===== src/verilog/wdt_pkg.sv =====
package wdt_pkg;

    // byte-wide special function register addresses
    localparam logic [15:0] CLOCK_SELECT_ADDR = 16'hFF42;
    localparam logic [15:0] MODE_ADDR         = 16'hFFF9;

    // reset values
    localparam logic [7:0]  CLOCK_SELECT_RESET = 8'h00;
    localparam logic [7:0]  MODE_RESET         = 8'h00;

    // clock select register fields
    localparam int unsigned WDT_SEL_LSB      = 0;  // 3-bit period code
    localparam int unsigned WDT_SEL_MSB      = 2;
    localparam int unsigned ZERO_BIT         = 3;  // always reads 0
    localparam int unsigned WATCH_SEL_BIT    = 4;  // forwarded only
    localparam int unsigned BUZZER_FREQ_LSB  = 5;  // forwarded only
    localparam int unsigned BUZZER_FREQ_MSB  = 6;
    localparam int unsigned BUZZER_EN_BIT    = 7;

    // watchdog mode register fields
    localparam int unsigned EXPIRY_ACTION_BIT = 3;  // 0 nmi, 1 reset
    localparam int unsigned RUNAWAY_MODE_BIT  = 4;  // 0 interval
    localparam int unsigned RUN_BIT           = 7;

    // period exponents in main system clock periods
    localparam int unsigned PERIOD_EXP_BASE = 11;  // code 000
    localparam int unsigned PERIOD_EXP_TOP  = 19;  // code 111
    localparam logic [2:0]  SEL_CODE_TOP    = 3'h7;

    // counter wide enough for the longest period
    localparam int unsigned COUNT_W = 20;

    // what happens on expiry, as decoded from the mode register
    typedef enum logic [1:0] {
        ACT_INTERVAL = 2'h0,
        ACT_NMI      = 2'h1,
        ACT_RESET    = 2'h3
    } expiry_act_t;

endpackage


===== src/verilog/runaway_watchdog_interval_timer.sv =====
// Contract
// - one counter, interval or runaway mode
// - runaway expiry gives nmi or reset
// - interval mode interrupts every elapsed interval
// - code selects fxx/2^3..2^9, or 2^11
// - period 2^11..2^17 fxx, or 2^19
// - fxx is oscillator clock, halved when bit clear
// - clock select at FF42, resets 00, bit3 zero
// - watch and buzzer fields forwarded untouched
// - run write clears and starts, sticky
// - mode and action bits sticky once set
// - runs in halt, freezes in stop or subclock
module runaway_watchdog_interval_timer #(
    // exponents kept as parameters so a simulation can shorten periods
    parameter int unsigned EXP_BASE = wdt_pkg::PERIOD_EXP_BASE,
    parameter int unsigned EXP_TOP  = wdt_pkg::PERIOD_EXP_TOP
) (
    input  wire logic        clk,
    input  wire logic        arst_n,
    input  wire logic [15:0] sfr_addr,
    input  wire logic        sfr_wr,
    input  wire logic        sfr_rd,
    input  wire logic [7:0]  sfr_wdata,
    output logic      [7:0]  sfr_rdata,
    input  wire logic        main_clock_div_select,
    input  wire logic        halt_mode,
    input  wire logic        stop_mode,
    input  wire logic        cpu_on_subsystem_clock,
    output logic             interval_interrupt_request,
    output logic             runaway_nmi_request,
    output logic             runaway_reset_request,
    output logic             watch_clock_sel,
    output logic      [1:0]  buzzer_freq_sel,
    output logic             buzzer_enable_sel,
    output logic      [2:0]  wdt_clock_sel
);

    // register storage
    logic [7:0] timer_clock_select_two;   // shared clock select byte
    logic       run;                      // counting started
    logic       runaway_mode_select;      // 1 runaway, 0 interval
    logic       expiry_action_select;     // 1 reset, 0 nmi

    // strobes
    logic wr_clock_select;                // byte write to clock select
    logic wr_mode;                        // write to mode register
    logic refresh;                        // run bit written as one

    // count path
    logic half_phase;                     // halves the oscillator clock
    logic fxx_tick;                       // one main system clock tick
    logic frozen;                         // stop standby or subclock
    logic count_en;                       // counter advances this cycle
    logic expire;                         // period just ended
    wdt_pkg::expiry_act_t act;            // what an expiry does

    // address decode, the bus is same-clock cpu logic
    // strobes are one-cycle pulses; a read and a write may share a cycle
    assign wr_clock_select = sfr_wr
                          && (sfr_addr == wdt_pkg::CLOCK_SELECT_ADDR);
    assign wr_mode         = sfr_wr && (sfr_addr == wdt_pkg::MODE_ADDR);
    assign refresh         = wr_mode && sfr_wdata[wdt_pkg::RUN_BIT];

    // clock select register, full byte write with bit 3 held low
    // no interlock on rewrites while running: a new code applies to the running count at once
    always_ff @(posedge clk or negedge arst_n) begin
        if (!arst_n) begin
            timer_clock_select_two <=
                wdt_pkg::CLOCK_SELECT_RESET;
        end else if (wr_clock_select) begin
            // whole byte at once; the later bit 3 assignment wins
            timer_clock_select_two <= sfr_wdata;
            timer_clock_select_two[wdt_pkg::ZERO_BIT] <= 1'b0;
        end
    end

    // run bit: a one clears and starts, a zero is ignored
    // nothing here ever clears it: only a reset stops counting
    always_ff @(posedge clk or negedge arst_n) begin
        if (!arst_n) begin
            run <= wdt_pkg::MODE_RESET[wdt_pkg::RUN_BIT];
        end else if (refresh) begin
            run <= 1'b1;
        end
    end

    // mode and action bits can only be set by software
    // a mode change alone does not clear the count
    always_ff @(posedge clk or negedge arst_n) begin
        if (!arst_n) begin
            runaway_mode_select  <=
                wdt_pkg::MODE_RESET[wdt_pkg::RUNAWAY_MODE_BIT];
            expiry_action_select <=
                wdt_pkg::MODE_RESET[wdt_pkg::EXPIRY_ACTION_BIT];
        end else if (wr_mode) begin
            // or-in keeps a set bit set until reset
            runaway_mode_select  <= runaway_mode_select
                | sfr_wdata[wdt_pkg::RUNAWAY_MODE_BIT];
            expiry_action_select <= expiry_action_select
                | sfr_wdata[wdt_pkg::EXPIRY_ACTION_BIT];
        end
    end

    // read data, registered; unmapped addresses read zero
    // the value stands until the next read strobe
    always_ff @(posedge clk or negedge arst_n) begin
        if (!arst_n) begin
            sfr_rdata <= 8'h00;
        end else if (sfr_rd) begin
            case (sfr_addr)
                wdt_pkg::CLOCK_SELECT_ADDR: begin
                    sfr_rdata <= timer_clock_select_two;
                end
                // only run, mode and action bits exist here
                wdt_pkg::MODE_ADDR: begin
                    sfr_rdata <= 8'h00;
                    sfr_rdata[wdt_pkg::RUN_BIT]           <= run;
                    sfr_rdata[wdt_pkg::RUNAWAY_MODE_BIT]  <=
                        runaway_mode_select;
                    sfr_rdata[wdt_pkg::EXPIRY_ACTION_BIT] <=
                        expiry_action_select;
                end
                default: begin
                    sfr_rdata <= 8'h00;
                end
            endcase
        end
    end

    // half-rate phase of the oscillator clock; held while frozen so a
    // resume picks up cleanly; it runs from reset, not from a refresh,
    // so the first slow tick after a refresh may be one clock late
    always_ff @(posedge clk or negedge arst_n) begin
        if (!arst_n) begin
            half_phase <= 1'b0;
        end else if (!frozen) begin
            half_phase <= ~half_phase;
        end
    end

    // fxx is every clk, or every other clk with the bit clear
    assign fxx_tick = main_clock_div_select | half_phase;

    // halt does not appear here on purpose: counting goes on in halt
    // a frozen counter keeps its value and resumes where it stopped
    assign frozen   = stop_mode | cpu_on_subsystem_clock;
    assign count_en = run && fxx_tick && !frozen;

    // the prescale stage of fxx/2^3..2^11 and the count that follows
    // are folded into one tick count of 2^11..2^19 fxx periods
    expiry_counter #(
        .EXP_BASE (EXP_BASE),
        .EXP_TOP  (EXP_TOP)
    ) u_expiry_counter (
        .clk      (clk),
        .arst_n   (arst_n),
        .clear    (refresh),
        .count_en (count_en),
        .sel      (timer_clock_select_two[
                      wdt_pkg::WDT_SEL_MSB:
                      wdt_pkg::WDT_SEL_LSB]),
        .expire   (expire)
    );

    // one mode at a time: the mode bit picks interval or runaway, the action bit picks nmi or reset
    // in interval mode the action bit is simply not looked at
    always_comb begin
        if (!runaway_mode_select) begin
            act = wdt_pkg::ACT_INTERVAL;
        end else if (expiry_action_select) begin
            act = wdt_pkg::ACT_RESET;
        end else begin
            act = wdt_pkg::ACT_NMI;
        end
    end

    // expiry consequences, one-cycle pulses from flops
    // every request drops back low on the next clock
    // exactly one request per expiry, never two at once
    always_ff @(posedge clk or negedge arst_n) begin
        if (!arst_n) begin
            interval_interrupt_request <= 1'b0;
            runaway_nmi_request        <= 1'b0;
            runaway_reset_request      <= 1'b0;
        end else begin
            interval_interrupt_request <= 1'b0;
            runaway_nmi_request        <= 1'b0;
            runaway_reset_request      <= 1'b0;
            if (expire) begin
                case (act)
                    wdt_pkg::ACT_INTERVAL: begin
                        interval_interrupt_request <= 1'b1;
                    end
                    wdt_pkg::ACT_NMI: begin
                        runaway_nmi_request <= 1'b1;
                    end
                    wdt_pkg::ACT_RESET: begin
                        runaway_reset_request <= 1'b1;
                    end
                    default: begin
                        runaway_nmi_request <= 1'b0;
                    end
                endcase
            end
        end
    end

    // forwarded fields come straight from the register flops
    // the watch and buzzer units use these; counting ignores them
    assign watch_clock_sel   = timer_clock_select_two[
                                   wdt_pkg::WATCH_SEL_BIT];
    assign buzzer_freq_sel   = timer_clock_select_two[
                                   wdt_pkg::BUZZER_FREQ_MSB:
                                   wdt_pkg::BUZZER_FREQ_LSB];
    assign buzzer_enable_sel = timer_clock_select_two[
                                   wdt_pkg::BUZZER_EN_BIT];
    assign wdt_clock_sel     = timer_clock_select_two[
                                   wdt_pkg::WDT_SEL_MSB:
                                   wdt_pkg::WDT_SEL_LSB];

endmodule


===== src/verilog/expiry_counter.sv =====
// counts main system clock ticks and flags the end of the chosen period
module expiry_counter #(
    parameter int unsigned EXP_BASE = wdt_pkg::PERIOD_EXP_BASE,
    parameter int unsigned EXP_TOP  = wdt_pkg::PERIOD_EXP_TOP
) (
    input  wire logic       clk,
    input  wire logic       arst_n,
    input  wire logic       clear,
    input  wire logic       count_en,
    input  wire logic [2:0] sel,
    output logic            expire
);

    logic [wdt_pkg::COUNT_W-1:0] count;     // elapsed fxx ticks
    logic [wdt_pkg::COUNT_W-1:0] last;      // terminal count

    // period code to terminal count, codes 0..6 linear, 7 jumps two
    function automatic logic [wdt_pkg::COUNT_W-1:0] last_of(
        input logic [2:0] code
    );
        int unsigned e;
        logic [63:0] span;                  // full-width terminal count
        e = (code == wdt_pkg::SEL_CODE_TOP) ? EXP_TOP
                                            : EXP_BASE + 32'(code);
        span = (64'h1 << e) - 64'h1;
        // narrowed on purpose: the longest period fits the counter
        last_of = span[wdt_pkg::COUNT_W-1:0];
    endfunction

    assign last = last_of(sel);

    // refresh beats a simultaneous expiry, so software is never late
    assign expire = count_en && !clear && (count == last);

    // counter wraps on expiry and keeps going
    always_ff @(posedge clk or negedge arst_n) begin
        if (!arst_n) begin
            count <= '0;
        end else if (clear) begin
            count <= '0;
        end else if (count_en) begin
            if (count >= last) begin
                count <= '0;
            end else begin
                count <= count + 1'b1;
            end
        end
    end

endmodule


===== config.mk =====
export PLATFORM = sky130hd
export DESIGN_NAME = runaway_watchdog_interval_timer
export DESIGN_NICKNAME = d
export VERILOG_FILES = /design/src/verilog/wdt_pkg.sv /design/src/verilog/runaway_watchdog_interval_timer.sv /design/src/verilog/expiry_counter.sv
export SDC_FILE = /design/constraint.sdc
export NUM_CORES = 1
export LEC_CHECK = 0
export ABC_AREA = 0
export BUFFER_PORTS_ARGS = -buffer_cell sky130_fd_sc_hd__clkbuf_2
export CORE_UTILIZATION = 40
export DETAILED_ROUTE_END_ITERATION = 8
export PLACE_DENSITY = 0.71
export SYNTH_ARGS = -nofsm -noshare
export SYNTH_HDL_FRONTEND = slang
export SYNTH_SLANG_ARGS = --single-unit

===== constraint.sdc =====
create_clock -name clk -period 13.2 [get_ports clk]
set_input_delay 3.96 -clock clk [delete_from_list [all_inputs] [get_ports clk]]
set_output_delay 3.96 -clock clk [all_outputs]
set_load 0.01 [all_outputs]

==> metrics <==
status finished, final reports clean; post-synthesis cell type count 49; Syn Inst Count 345; Clk pin slew, worst setup/hold paths 0.08 ns; PortBufs 48; area grow syn2layout 13.3%; fin worst setup slack 7.22 ns; fin crit share 45.3%; Routed Antenna Nets 0; Yosys reg bits 42; CP endpoint kind register; cell with the most instances after synthesis nand3_1; Post-Route WL 7020 um; Max Buffers Root-to-Sink 2; diode count 0; worst-margin pin slew 1.09 ns; initial DRC count 148; die area 0.00767 mm^2; kind of critical path register to register; Critical-path top delay cell nand4bb_1; max-slew violation count 0; Starting Density 42.2%; total negative slack 0 ns; R2R setup slack 7.22 ns; share of cells above drive strength 1 18.0%; grt total ovfl 0; maxcap violations 0; pre-CTS setup slack 6.92 ns; Worst Setup Start Kind register; post-synthesis async set-or-reset flop share 100%; sequential area share after synthesis 35.9%; drt drc 0; relative slew slack 27.0%; synthesis warning total 0; Clock Tree Root clkbuf_8; clk_lat worst skew 0.30 ns; Worst EP arrival 6.20 ns; Avg Cell Area, Syn 8.49 um^2; Routability Congestion 0.795; wire length of the first global-routing pass 12,000 um; RSZ-0062 raised after global routing false; Post-CTS Hold Fix Bufs 0; die width 87.6 um; Final #Nets 444; top cells by area, synth dfrtp_1 36%, ha_1 11%, nand3_1 7.4%; CTS sink cnt 42; chip height 87.6 um; DRT Pass-1 Iters 4; Final HPWL DP 5230 um; crit path cell chain inv_1 -> ha_1 -> inv_1 -> ha_1 -> or3_1 -> a21oi_1 -> nand3_1 -> ha_1 -> o21ai_2 -> nand2b_1 -> mux2_1 -> o22a_1 -> ha_1 -> nand4_1 -> nor2_1 -> a221oi_1 -> nand4bb_1 -> or3_1 -> o21ai_1; post-CTS sizing 0; vias in the first global route 2,525; H-Tree Level Count 2; min Tclk post-route 5.98 ns; TritonCTS clock tree done; Pwr per Cell Area 69.7 mW/mm^2; final hold violations 0; crit-path max FO 19; Via density 5.58; final setup vio count 0; most frequent CP cell ha_1; top cell type by total area after synthesis dfrtp_1; number of buffers created by CTS 5; largest net degree at the start of global routing 43; drt wl/cell 14.5 um; highest clock rate 167 MHz; clk_skew 0.00923 ns; worst min-delay path class register to register; R2R Path Start timer_clock_select_two[0]; total number of vias 2,699; number of synthesized flops with an enable pin 0; Synth Flop Type dfrtp_1; Net Count, Synth 402; top cells by count, synth 43 x nand3_1, 42 x dfrtp_1, 36 x nand2_1; Crit path largest cell delay 0.68 ns; leakage 1.58 nW; Post-CTS Setup Inserts 0; post-synth top area share 35.9%; DP Cell Count 476; HP Start expiry_action_select; cell area after synthesis 0.00293 mm^2; Final Non-Filler Cells 484; CP startpoint timer_clock_select_two[0]; aggregate global-route resource usage 19.8%; Ports 50; Max IR drop VDD 0.0000381 V; total core area 0.00694 mm^2; Critical Path RT 13.42 ns; initial antenna violation count 0; total power 231 uW; Core Rows 30
==> cells by family (layout without fill, tap and decap cells) <==
family	count (synthesis)	count (layout)	synth area share [%]
simple gates	166	166	30.0
compound gates	65	65	13.8
flops	42	42	35.9
buf+inv	33	76	4.66
fa+ha+maj	25	25	10.7
mux	10	10	3.76
xor+xnor	4	4	1.20
==> registers in the layout (all words and copies together), names as in the netlist <==
signal,cells
runaway_nmi_request,1
half_phase,1
timer_clock_select_two,7
interval_interrupt_request,1
runaway_mode_select,1
expiry_action_select,1
runaway_reset_request,1
u_expiry_counter.count,20
run,1
sfr_rdata,8
==> where the power goes <==
group          switching (mW)  total, mW  internal, mW
Clock                  0.0458     0.0881        0.0423
Combinational         0.00635     0.0113       0.00492
Sequential            0.00127      0.132         0.131
==> final timing paths <==
check | depth (start not counted) | endpoint
setup / recovery | 19 | u_expiry_counter.count[7]
hold / removal | 1 | runaway_nmi_request
setup reg to reg | 19 | u_expiry_counter.count[7]
hold reg to reg | 1 | runaway_nmi_request
max in group asynchronous | 1 | timer_clock_select_two[5]
min in group asynchronous | 1 | u_expiry_counter.count[18]
==> layer usage <==
layer	vias up	share of wire [%]	global-route usage [%]	routed length, um
met1	1303	47	26.7	3270
met3	10	3.4	2.83	240
met2	49	48	32.7	3400
met5	-	0	0	0
li1	1337	-	-	-
met4	0	1.5	6.71	108
==> final cells by class <==
| class | count | area, um^2 |
|---|---|---|
| fill | 718 | 3630 |
| multi-input combinational | 270 | 1740 |
| sequential | 42 | 1050 |
| timing repair buffer | 48 | 240 |
| tap | 96 | 120 |
| clock buffer | 7 | 86.3 |
| inverter | 20 | 75.1 |
| clock inverter | 1 | 5.00 |
==> critical path, delay by kind of cell (launching register included) <==
family | cells | cell delay (ns)
fa+ha+maj | 4 | 1.04
mux | 1 | 0.34
flops | 1 | 0.61
buf+inv | 2 | 0.27
simple gates | 7 | 2.49
compound gates | 5 | 1.12
==> through the flow <==
stage	util (%)	hold slack, ns	area [um^2]
after global routing	47.8	0.469	3320
after detailed placement	46.5	0.449	3230
after floorplan	-	0.423	2930
after global placement	46.5	0.445	3230
after CTS	47.8	0.462	3320
final	47.8	0.461	3320
==> cell usage in the layout, fill, tap and decap left out, types with 4 or more instances in the layout <==
cell type  Yosys  layout
a22oi_1        4       4
and3_1         4       4
nor2_1        22      22
clkbuf_8       0       6
o21ai_0       13      13
xor2_1         4       4
dfrtp_1       42      42
nand4_1       12      12
nand3_1       43      43
nand2_1       36      36
or3_1         17      17
o21ai_1        7       7
ha_1          25      25
a21oi_1       21      21
nor3_1         4       4
nand2b_1       6       6
mux2_2         7       7
inv_1         20      20
clkbuf_2       0      48
No activity file was read; power rests on OpenSTA's default activity.
